$ cat src/logic/logic_blocks_pkg.sv
// Shared types and constants for the user logic function blocks.
package logic_blocks_pkg;

  // ****************************************************************
  // Number format
  // ****************************************************************
  localparam int          FIX_W     = 32;
  localparam int          FRAC_W    = 16;
  localparam int          PROD_W    = 42;
  localparam logic [31:0] FRAC_MASK = 32'h0000ffff;
  localparam logic [31:0] HALF_UNIT = 32'h00008000;
  typedef logic signed [FIX_W-1:0] fix_type;

  // ****************************************************************
  // Comparators
  // ****************************************************************
  localparam logic [6:0]        HYST_MAX  = 7'h64;
  localparam logic signed [9:0] PCT_FULL  = 10'sh064;
  localparam logic [1:0]        CMP_LE    = 2'h0;
  localparam logic [1:0]        CMP_GT    = 2'h1;
  localparam logic [1:0]        CMP_LT    = 2'h2;
  localparam logic [1:0]        CMP_EQ    = 2'h3;

  typedef struct packed {
    fix_type    in1;
    fix_type    in2;
    logic [6:0] hyst_pct;
  } cmp_args_type;

  // ****************************************************************
  // Counter, timer and event codes
  // ****************************************************************
  localparam int         CNT_W     = 16;
  localparam int         DLY_W     = 16;
  localparam logic [15:0] CNT_ZERO = 16'h0000;

  typedef enum logic [3:0] {
    TMR_IDLE     = 4'h1,
    TMR_ON_WAIT  = 4'h2,
    TMR_ON       = 4'h4,
    TMR_OFF_WAIT = 4'h8
  } tmr_state_type;

  typedef struct packed {
    logic [18:0] spn;
    logic [4:0]  fmi;
  } dtc_type;

  // ****************************************************************
  // Calendar
  // ****************************************************************
  localparam int DATE_KEY_W = 38;

  typedef struct packed {
    logic [11:0] year;
    logic [3:0]  month;
    logic [4:0]  day;
    logic [4:0]  hour;
    logic [5:0]  minute;
    logic [5:0]  second;
  } date_type;

  // Bit 5 enables year, down to bit 0 for second.
  typedef struct packed {
    date_type   value;
    logic [5:0] used;
  } date_cfg_type;

endpackage

$ cat src/logic/hyst_compare.sv
// One magnitude comparator with a release band relative to input two.
`timescale 1ns/100ps
`default_nettype none
module hyst_compare
  import logic_blocks_pkg::*;
#(
  parameter logic [1:0] MODE = CMP_LE
) (
  input  wire logic         clock,       // evaluation clock
  input  wire logic         rst_sync_n,  // synchronised reset, active low
  input  wire logic         clear,       // synchronous clear
  input  wire cmp_args_type args,        // operands and hysteresis
  output var  logic         hit_q        // comparator result
);

  logic [6:0]          pct_c;
  logic signed [9:0]   up_f;
  logic signed [9:0]   dn_f;
  logic signed [PROD_W-1:0] p1;
  logic signed [PROD_W-1:0] hi;
  logic signed [PROD_W-1:0] lo;
  logic                set_c;
  logic                rel_c;

  always_comb begin
    pct_c = (args.hyst_pct > HYST_MAX) ? HYST_MAX : args.hyst_pct;
    up_f  = PCT_FULL + $signed({3'h0, pct_c});
    dn_f  = PCT_FULL - $signed({3'h0, pct_c});
    p1    = args.in1 * PCT_FULL;
    hi    = args.in2 * up_f;
    lo    = args.in2 * dn_f;
  end

  always_comb begin
    unique case (MODE)
      CMP_LE: begin
        set_c = args.in1 <= args.in2;
        rel_c = p1 > hi;
      end
      CMP_GT: begin
        set_c = args.in1 > args.in2;
        rel_c = p1 < lo;
      end
      CMP_LT: begin
        set_c = args.in1 < args.in2;
        rel_c = p1 > hi;
      end
      CMP_EQ: begin
        set_c = args.in1 == args.in2;
        rel_c = (p1 > hi) || (p1 < lo);
      end
    endcase
  end

  always_ff @(posedge clock or negedge rst_sync_n) begin
    if (!rst_sync_n) begin
      hit_q <= 1'b0;
    end else if (clear) begin
      hit_q <= 1'b0;
    end else begin
      // A set condition wins over a release that holds in the same tick.
      hit_q <= set_c || (hit_q && !rel_c);
    end
  end

  a_cmp_set: assert property (@(posedge clock) disable iff (!rst_sync_n)
    !clear && set_c |=> hit_q) else $error("comparator missed set");
  a_cmp_release: assert property (@(posedge clock) disable iff (!rst_sync_n)
    hit_q && !rel_c && !clear |=> hit_q)
    else $error("comparator released early");

endmodule // hyst_compare
`default_nettype wire

$ cat src/logic/logic_function_blocks.sv
// User logic engine primitives: comparators, counter, timer and more.
`timescale 1ns/100ps
`default_nettype none
module logic_function_blocks
  import logic_blocks_pkg::*;
(
  input  wire logic         clock,          // evaluation clock, 100 MHz
  input  wire logic         rst_n,          // async reset, active low
  input  wire logic         block_clear,    // synchronous clear of all
  input  wire cmp_args_type le_args,        // at-most operands
  input  wire cmp_args_type gt_args,        // greater operands
  input  wire cmp_args_type lt_args,        // less operands
  input  wire cmp_args_type eq_args,        // equality operands
  output var  logic         cmp_le_q,       // at-most result
  output var  logic         cmp_gt_q,       // greater result
  output var  logic         cmp_lt_q,       // less result
  output var  logic         cmp_eq_q,       // equality result
  input  wire logic         cnt_pulse,      // counted input
  input  wire logic         cnt_reset,      // counter reset input
  output var  logic [15:0]  count_q,        // edges counted
  input  wire logic         tmr_in,         // timer input
  input  wire logic [15:0]  tmr_on_delay,   // on delay in ticks
  input  wire logic [15:0]  tmr_off_delay,  // off delay in ticks
  output var  logic         tmr_out_q,      // timer output
  input  wire fix_type      res_in,         // residue input
  output var  fix_type      res_out_q,      // fractional part
  input  wire fix_type      rnd_in,         // rounding input
  output var  fix_type      rnd_out_q,      // rounded value
  input  wire fix_type      sel_a,          // selector input one
  input  wire fix_type      sel_b,          // selector input two
  input  wire logic         sel_pick,       // selector choice
  output var  fix_type      sel_out_q,      // selected value
  input  wire logic         evt_in,         // virtual event trigger
  input  wire dtc_type      evt_code,       // code to raise
  output var  logic         evt_raise_q,    // code raised
  output var  dtc_type      evt_code_q,     // code being raised
  input  wire dtc_type      mon_code,       // code to watch
  input  wire dtc_type      seen_code,      // code reported present
  input  wire logic         seen_valid,     // seen_code is present
  output var  logic         mon_hit_q,      // watched code present
  input  wire date_type     rtc_now,        // current calendar time
  input  wire date_cfg_type aoa_cfg,        // at-or-after setting
  input  wire date_cfg_type aob_cfg,        // at-or-before setting
  input  wire date_cfg_type sa_cfg,         // strictly-after setting
  output var  logic         date_at_or_after_q,    // clock >= setting
  output var  logic         date_at_or_before_q,   // clock <= setting
  output var  logic         date_strictly_after_q  // clock > setting
);

  // ****************************************************************
  // Reset release
  // ****************************************************************
  logic rst_meta_q;
  logic rst_sync_q;
  logic rst_sync_n;
  always_ff @(posedge clock or negedge rst_n) begin
    if (!rst_n) begin
      rst_meta_q <= 1'b0;
      rst_sync_q <= 1'b0;
    end else begin
      rst_meta_q <= 1'b1;
      rst_sync_q <= rst_meta_q;
    end
  end
  assign rst_sync_n = rst_sync_q;

  // ****************************************************************
  // Magnitude comparators
  // ****************************************************************
  hyst_compare #(.MODE(CMP_LE)) u_cmp_le (
    .clock      (clock),
    .rst_sync_n (rst_sync_n),
    .clear      (block_clear),
    .args       (le_args),
    .hit_q      (cmp_le_q)
  );
  hyst_compare #(.MODE(CMP_GT)) u_cmp_gt (
    .clock      (clock),
    .rst_sync_n (rst_sync_n),
    .clear      (block_clear),
    .args       (gt_args),
    .hit_q      (cmp_gt_q)
  );
  hyst_compare #(.MODE(CMP_LT)) u_cmp_lt (
    .clock      (clock),
    .rst_sync_n (rst_sync_n),
    .clear      (block_clear),
    .args       (lt_args),
    .hit_q      (cmp_lt_q)
  );
  hyst_compare #(.MODE(CMP_EQ)) u_cmp_eq (
    .clock      (clock),
    .rst_sync_n (rst_sync_n),
    .clear      (block_clear),
    .args       (eq_args),
    .hit_q      (cmp_eq_q)
  );

  // ****************************************************************
  // Up counter
  // ****************************************************************
  logic cnt_prev_q;
  always_ff @(posedge clock or negedge rst_sync_n) begin
    if (!rst_sync_n) begin
      cnt_prev_q <= 1'b0;
    end else if (block_clear) begin
      cnt_prev_q <= 1'b0;
    end else begin
      cnt_prev_q <= cnt_pulse;
    end
  end
  // The count wraps at its width; reset wins over a coincident edge.
  always_ff @(posedge clock or negedge rst_sync_n) begin
    if (!rst_sync_n) begin
      count_q <= CNT_ZERO;
    end else if (block_clear || cnt_reset) begin
      count_q <= CNT_ZERO;
    end else if (cnt_pulse && !cnt_prev_q) begin
      count_q <= count_q + 16'h0001;
    end
  end
  a_cnt_edge: assert property (@(posedge clock) disable iff (!rst_sync_n)
    !block_clear && !cnt_reset && cnt_pulse && !cnt_prev_q
    |=> count_q == $past(count_q) + 16'h0001)
    else $error("counter missed an edge");
  a_cnt_reset: assert property (@(posedge clock) disable iff (!rst_sync_n)
    cnt_reset |=> count_q == CNT_ZERO)
    else $error("counter not cleared");
  a_cnt_steady: assert property (@(posedge clock) disable iff (!rst_sync_n)
    !block_clear && !cnt_reset && !(cnt_pulse && !cnt_prev_q)
    |=> $stable(count_q))
    else $error("counter moved without an edge");

  // ****************************************************************
  // On/off delay timer
  // ****************************************************************
  tmr_state_type       tmr_state_q;
  logic [DLY_W-1:0]    tmr_cnt_q;
  logic [DLY_W-1:0]    tmr_next;
  assign tmr_next = tmr_cnt_q + 16'h0001;
  // An input pulse shorter than the on delay never reaches the output.
  always_ff @(posedge clock or negedge rst_sync_n) begin
    if (!rst_sync_n) begin
      tmr_state_q <= TMR_IDLE;
      tmr_cnt_q   <= CNT_ZERO;
      tmr_out_q   <= 1'b0;
    end else if (block_clear) begin
      tmr_state_q <= TMR_IDLE;
      tmr_cnt_q   <= CNT_ZERO;
      tmr_out_q   <= 1'b0;
    end else begin
      unique case (tmr_state_q)
        TMR_IDLE: begin
          tmr_cnt_q <= CNT_ZERO;
          if (tmr_in) begin
            tmr_state_q <= TMR_ON_WAIT;
          end
        end
        TMR_ON_WAIT: begin
          if (!tmr_in) begin
            tmr_state_q <= TMR_IDLE;
          end else if (tmr_next >= tmr_on_delay) begin
            tmr_state_q <= TMR_ON;
            tmr_out_q   <= 1'b1;
          end else begin
            tmr_cnt_q <= tmr_next;
          end
        end
        TMR_ON: begin
          tmr_cnt_q <= CNT_ZERO;
          if (!tmr_in) begin
            tmr_state_q <= TMR_OFF_WAIT;
          end
        end
        TMR_OFF_WAIT: begin
          if (tmr_in) begin
            tmr_state_q <= TMR_ON;
            tmr_cnt_q   <= CNT_ZERO;
          end else if (tmr_next >= tmr_off_delay) begin
            tmr_state_q <= TMR_IDLE;
            tmr_out_q   <= 1'b0;
          end else begin
            tmr_cnt_q <= tmr_next;
          end
        end
        default: begin
          tmr_state_q <= TMR_IDLE;
          tmr_cnt_q   <= CNT_ZERO;
          tmr_out_q   <= 1'b0;
        end
      endcase
    end
  end

  a_tmr_rise: assert property (@(posedge clock) disable iff (!rst_sync_n)
    $rose(tmr_out_q) |-> $past(tmr_in) && $past(tmr_state_q) == TMR_ON_WAIT)
    else $error("timer rose without on delay");
  a_tmr_fall: assert property (@(posedge clock) disable iff (!rst_sync_n)
    $fell(tmr_out_q) && !$past(block_clear)
    |-> !$past(tmr_in) && $past(tmr_state_q) == TMR_OFF_WAIT)
    else $error("timer fell without off delay");

  // ****************************************************************
  // Residue, round and selector
  // ****************************************************************
  logic [FIX_W-1:0] res_mag;
  logic [FIX_W-1:0] res_frac;
  logic [FIX_W-1:0] rnd_mag;
  logic [FIX_W-1:0] rnd_sum;
  logic [FIX_W-1:0] rnd_whole;
  // Negative inputs keep their sign, so -1.5 rounds to -2.
  always_comb begin
    res_mag   = res_in[FIX_W-1] ? 32'(-res_in) : 32'(res_in);
    res_frac  = res_mag & FRAC_MASK;
    rnd_mag   = rnd_in[FIX_W-1] ? 32'(-rnd_in) : 32'(rnd_in);
    rnd_sum   = rnd_mag + HALF_UNIT;
    rnd_whole = rnd_sum & ~FRAC_MASK;
  end
  always_ff @(posedge clock or negedge rst_sync_n) begin
    if (!rst_sync_n) begin
      res_out_q <= '0;
      rnd_out_q <= '0;
      sel_out_q <= '0;
    end else if (block_clear) begin
      res_out_q <= '0;
      rnd_out_q <= '0;
      sel_out_q <= '0;
    end else begin
      res_out_q <= res_in[FIX_W-1] ? -$signed(res_frac) : $signed(res_frac);
      rnd_out_q <= rnd_in[FIX_W-1] ? -$signed(rnd_whole)
                                   : $signed(rnd_whole);
      sel_out_q <= sel_pick ? sel_b : sel_a;
    end
  end

  a_res_frac: assert property (@(posedge clock) disable iff (!rst_sync_n)
    !block_clear |=> (res_out_q[FIX_W-1] ? 32'(-res_out_q) : 32'(res_out_q))
    == ((($past(res_in[FIX_W-1]) ? 32'(-$past(res_in)) : 32'($past(res_in)))
    & FRAC_MASK)))
    else $error("residue kept whole part");
  a_rnd_whole: assert property (@(posedge clock) disable iff (!rst_sync_n)
    !block_clear |=> (rnd_out_q & FRAC_MASK) == 32'h0)
    else $error("rounded value has fraction");
  a_sel_pass: assert property (@(posedge clock) disable iff (!rst_sync_n)
    !block_clear |=> sel_out_q == ($past(sel_pick) ? $past(sel_b)
                                                    : $past(sel_a)))
    else $error("selector passed wrong input");

  // ****************************************************************
  // Virtual event input and output
  // ****************************************************************
  // The watched code is matched against one reported code per tick.
  always_ff @(posedge clock or negedge rst_sync_n) begin
    if (!rst_sync_n) begin
      evt_raise_q <= 1'b0;
      evt_code_q  <= '0;
      mon_hit_q   <= 1'b0;
    end else if (block_clear) begin
      evt_raise_q <= 1'b0;
      evt_code_q  <= '0;
      mon_hit_q   <= 1'b0;
    end else begin
      evt_raise_q <= evt_in;
      evt_code_q  <= evt_in ? evt_code : '0;
      mon_hit_q   <= seen_valid && (seen_code == mon_code);
    end
  end

  a_evt_raise: assert property (@(posedge clock) disable iff (!rst_sync_n)
    !block_clear && evt_in |=> evt_raise_q && evt_code_q == $past(evt_code))
    else $error("event code not raised");
  a_mon_hit: assert property (@(posedge clock) disable iff (!rst_sync_n)
    !block_clear |=> mon_hit_q == ($past(seen_valid)
                    && $past(seen_code) == $past(mon_code)))
    else $error("event match wrong");

  // ****************************************************************
  // Calendar comparators
  // ****************************************************************
  // Masking both sides with the same field set leaves only used fields.
  function automatic logic [DATE_KEY_W-1:0] date_key(input date_type d,
                                                      input logic [5:0] u);
    date_key = {d.year & {12{u[5]}}, d.month & {4{u[4]}},
                d.day & {5{u[3]}}, d.hour & {5{u[2]}},
                d.minute & {6{u[1]}}, d.second & {6{u[0]}}};
  endfunction
  logic [DATE_KEY_W-1:0] aoa_now;
  logic [DATE_KEY_W-1:0] aoa_set;
  logic [DATE_KEY_W-1:0] aob_now;
  logic [DATE_KEY_W-1:0] aob_set;
  logic [DATE_KEY_W-1:0] sa_now;
  logic [DATE_KEY_W-1:0] sa_set;
  always_comb begin
    aoa_now = date_key(rtc_now, aoa_cfg.used);
    aoa_set = date_key(aoa_cfg.value, aoa_cfg.used);
    aob_now = date_key(rtc_now, aob_cfg.used);
    aob_set = date_key(aob_cfg.value, aob_cfg.used);
    sa_now  = date_key(rtc_now, sa_cfg.used);
    sa_set  = date_key(sa_cfg.value, sa_cfg.used);
  end
  always_ff @(posedge clock or negedge rst_sync_n) begin
    if (!rst_sync_n) begin
      date_at_or_after_q    <= 1'b0;
      date_at_or_before_q   <= 1'b0;
      date_strictly_after_q <= 1'b0;
    end else if (block_clear) begin
      date_at_or_after_q    <= 1'b0;
      date_at_or_before_q   <= 1'b0;
      date_strictly_after_q <= 1'b0;
    end else begin
      date_at_or_after_q    <= aoa_now >= aoa_set;
      date_at_or_before_q   <= aob_now <= aob_set;
      date_strictly_after_q <= sa_now > sa_set;
    end
  end

  a_date_aoa: assert property (@(posedge clock) disable iff (!rst_sync_n)
    !block_clear |=> date_at_or_after_q == $past(aoa_now >= aoa_set))
    else $error("at-or-after date wrong");
  a_date_aob: assert property (@(posedge clock) disable iff (!rst_sync_n)
    !block_clear |=> date_at_or_before_q == $past(aob_now <= aob_set))
    else $error("at-or-before date wrong");
  a_date_sa: assert property (@(posedge clock) disable iff (!rst_sync_n)
    !block_clear |=> date_strictly_after_q == $past(sa_now > sa_set))
    else $error("strictly-after date wrong");
  a_date_unused: assert property (@(posedge clock) disable iff (!rst_sync_n)
    !block_clear && aoa_cfg.used == 6'h00 |=> date_at_or_after_q)
    else $error("unused fields took part");
  a_clear_all: assert property (@(posedge clock) disable iff (!rst_sync_n)
    block_clear |=> count_q == CNT_ZERO && !tmr_out_q && !cmp_le_q
    && !cmp_eq_q && !evt_raise_q && !date_strictly_after_q)
    else $error("clear left state");

endmodule // logic_function_blocks
`default_nettype wire

$ cat config.mk
export PLATFORM = sky130hd
export DESIGN_NAME = logic_function_blocks
export DESIGN_NICKNAME = d
export VERILOG_FILES = /design/src/logic/logic_blocks_pkg.sv /design/src/logic/hyst_compare.sv /design/src/logic/logic_function_blocks.sv
export SDC_FILE = /design/constraint.sdc
export NUM_CORES = 2
export LEC_CHECK = 0
export ABC_AREA = 1
export ABC_CLOCK_PERIOD_IN_PS = 9500
export BUFFER_PORTS_ARGS = -buffer_cell sky130_fd_sc_hd__buf_2
export CORE_MARGIN = 2
export CORE_UTILIZATION = 60
export CTS_CLUSTER_SIZE = 40
export DETAILED_ROUTE_END_ITERATION = 16
export GPL_TIMING_DRIVEN = 0
export PLACE_DENSITY = 0.81
export SLEW_MARGIN = 40
export SYNTH_ARGS = -nofsm -noshare
export SYNTH_HDL_FRONTEND = slang
export SYNTH_SLANG_ARGS = --single-unit
$ cat constraint.sdc
create_clock -name clock -period 9.5 [get_ports clock]
set_clock_uncertainty 0.05 [all_clocks]
set_input_delay 0 -clock clock [delete_from_list [all_inputs] [get_ports clock]]
set_output_delay 0 -clock clock [all_outputs]
set_load 0.02 [all_outputs]
==> results.yml <==
critical_path:
  rrSetupSlack_ns: 4.11
  critical_path_arrival_ns: 9.56
  worstPathMaxFanout: 10
  required_ns: 9.82
  crit_path_frequent_cell: "nand2_1"
  start_kind: "input port"
  worst_path_max_delay_cell: "o21ai_2"
  cpPeakStageDelay_ns: 0.64
  worst_setup_path_end_kind: "register"
  path_class: "input port to register"
yosys:
  synth.area.top_cells: "fa_1 (29%), ha_1 (20%), inv_1 (14%)"
  yosys_register_bits: 152
  synth_area_mm2: 0.07744
  ys_warn_count: 0
  ys_seq_area_frac: 0.04913
  yosysTopAreaCell: "fa_1"
  synth_top_area_share: 0.2875
  yosysUniqueCellTypes: 67
  yosys_most_used_dff: "dfrtp_1"
  async_reset_ff_frac: 1.000
  syn_area_per_cell_um2: 7.309
  synth-edff-count: 0
  syn-instance-count: 10600
clock_network:
  cts_sinks: 152
  htree_levels: 4
  cts_tree: "yes"
  cts_buffers: 17
  clock_latency_ns: 0.50
  clk_path_buf_depth: 2
  clockRootBuffer: "clkbuf_16"
  path_clk_slew_ns: 0.09
sta:
  period_share: 0.9726
  hold_viol: 0
  max_slew_margin: 0.3620
  slew_violations: 0
  setup_violations: 0
  fmax_ghz: 0.1082
  rsz0062_at_grt: "true"
  timing.final.crit_period_ns: 9.240
  worst_pin_slew_ns: 0.9507
  finalSetupTns_ns: 0
floorplan:
  core_mm2: 0.1278
  fp.dieH_um: 363.3
  fp-row-count: 131
  die_x_um: 363.3
  start_util: 0.6057
  num_io_pins: 841
  die_area_mm2: 0.1320
place:
  gp_congestion: 1.088
  dp_hpwl_um: 229600
  dp.cells: 13110
  port_buffers: 772
final_layout:
  final_core_util: 0.6720
  finalNonFillerCells: 13340
  fill_cells: 11120
  syn2layout_area_growth_pct: 10.94
  final_common_cell: "inv_1"
  multi_input_area_mm2: 0.06220
  drive_gt1_frac: 0.08367
  final_cell_mix: "inv_1 (2906), nand2_1 (1770), ha_1 (1233), fa_1 (1112), nor2_1 (1050)"
  seqCellArea_mm2: 0.003809
  final_nets: 14630
drt:
  drtPass1Iterations: 7
  wl_per_cell_um: 19.66
  vias: 74390
  postRouteAntennaNets: 0
  vias_per_cell: 5.579
  drc_errors: 0
  initialDrtViolationCount: 6440
  wirelength_um: 262200
global_route:
  grt_pass1_wl_um: 402000
  grt_use_total: 0.3947
  antenna_found_initial: 100
  grt-ovfl-total: 0
  grt_max_degree: 45
  grt_pass1_vias: 74830
pwr:
  power_frac_clock: 0.027
  powerDensity_mw_per_mm2: 337.0
  combinationalPowerShare: 0.949
  seqPwrFrac: 0.025
  total_power_mw: 28.95
  ir_worst_vdd_v: 0.0003157
  p_int_mw: 11.71
  switching_share: 0.5955
  p_sw_mw: 17.24
  p_leak_nw: 50.73
job:
  cap_violations: 0
min_path:
  hp-class: "input port to register"
status:
  status: "finished, final reports clean"
routing by layer:
metal  track usage  vias to the layer above  share of wire
met5             0                        -         0.0020
met3        0.1195                     1000           0.12
met4        0.2436                       80          0.074
met1        0.4763                    35330           0.36
li1              -                    34200              -
met2        0.6187                     3785           0.44
worst paths after layout:
| check | start | endpoint | cells past startpoint |
|---|---|---|---|
| setup / recovery | eq_args[2] | u_cmp_eq.hit_q$_DFF_PN0_ | 45 |
| hold / removal | rnd_in[23] | rnd_out_q[23]$_DFF_PN0_ | 5 |
| setup reg to reg | tmr_cnt_q[0]$_DFFE_PN0P_ | tmr_cnt_q[11]$_DFFE_PN0P_ | 22 |
| hold reg to reg | rst_sync_n$_DFF_PN0_ | sel_out_q[12]$_DFF_PN0_ | 0 |
| max in group asynchronous | rst_sync_n$_DFF_PN0_ | sel_out_q[5]$_DFF_PN0_ | 2 |
| min in group asynchronous | rst_sync_n$_DFF_PN0_ | sel_out_q[12]$_DFF_PN0_ | 0 |
critical path, delay by kind of cell:
family          cells  cell delay (ns)
compound gates     14             3.10
fa+ha+maj           7             2.96
simple gates       17             1.82
buf+inv             6             1.39
xor+xnor            1             0.25
synthesized netlist by cell type, types with 26 or more instances:
cell type  number
nor3_1         69
clkbuf_1      175
nor4_1         38
o211ai_1       31
o21ai_1        39
nand4_1        80
nor2_1       1055
fa_1         1112
ha_1         1233
inv_1        2907
nand2_1      1770
dfrtp_1       151
a31oi_1        66
xnor2_1       187
xor2_1        199
a21oi_1       611
nand3_1       208
o21ai_0       260
o21a_1         54
a211oi_1       26
o221ai_1       27
cell type report:
class,count,share of cell area
antenna,68,0.001981
buffer,205,0.01005
clock buffer,17,0.004952
clock inverter,15,0.002301
inverter,2928,0.1280
multi-input combinational,7389,0.7240
sequential,152,0.04433
tap,1662,0.02420
timing repair buffer,899,0.06018
cell families (layout without fill, tap and decap cells):
logic type / Yosys count / after routing / synth area share
flops: 152 / 152 / 0.04913
xor+xnor: 389 / 389 / 0.04429
simple gates: 3326 / 3326 / 0.1748
buf+inv: 3133 / 4064 / 0.1528
compound gates: 1248 / 1248 / 0.09221
other cells: 2 / 149 / 0.00009698
fa+ha+maj: 2345 / 2345 / 0.4867
metrics by stage:
stage               setup WS, ns  cell area, µm²  hold WS (ns)
finish                    0.2600           85910       0.02692
global route             -0.1039           85810       0.04977
CTS                       0.1414           85630      0.005475
detailed placement        -1.076           83810       -0.2566
global placement          -1.062           83680       -0.2623
floorplan                  2.173           77740       -0.3456
registers in the layout, summed over array words and instances (netlist names), 4 cells and up:
name and cells:
tmr_cnt_q 16, evt_code_q 24, count_q 16, sel_out_q 32
tmr_state_q 4, rnd_out_q 16, res_out_q 31
what timing repair did:
action,4_1_cts,5_1_grt
endpoints found under the hold margin,95,2
cloned,0,0
setup endpoints to repair,1,4
hold buffers,119,2
pin swaps,0,0
setup buffers,0,2
gates resized for setup,5,25
power groups by stage:
stage / clock network [mW] / registers, mW / logic (mW)
global route: 0.803 / 0.713 / 30.9
global placement: 0 / 0.731 / 25.8
detailed placement: 0 / 0.720 / 26.8
floorplan: 0 / 0.770 / 20.0
finish: 0.776 / 0.710 / 27.5
CTS: 0.774 / 0.708 / 27.0
Note: power is estimated with default switching activity, not from simulation.
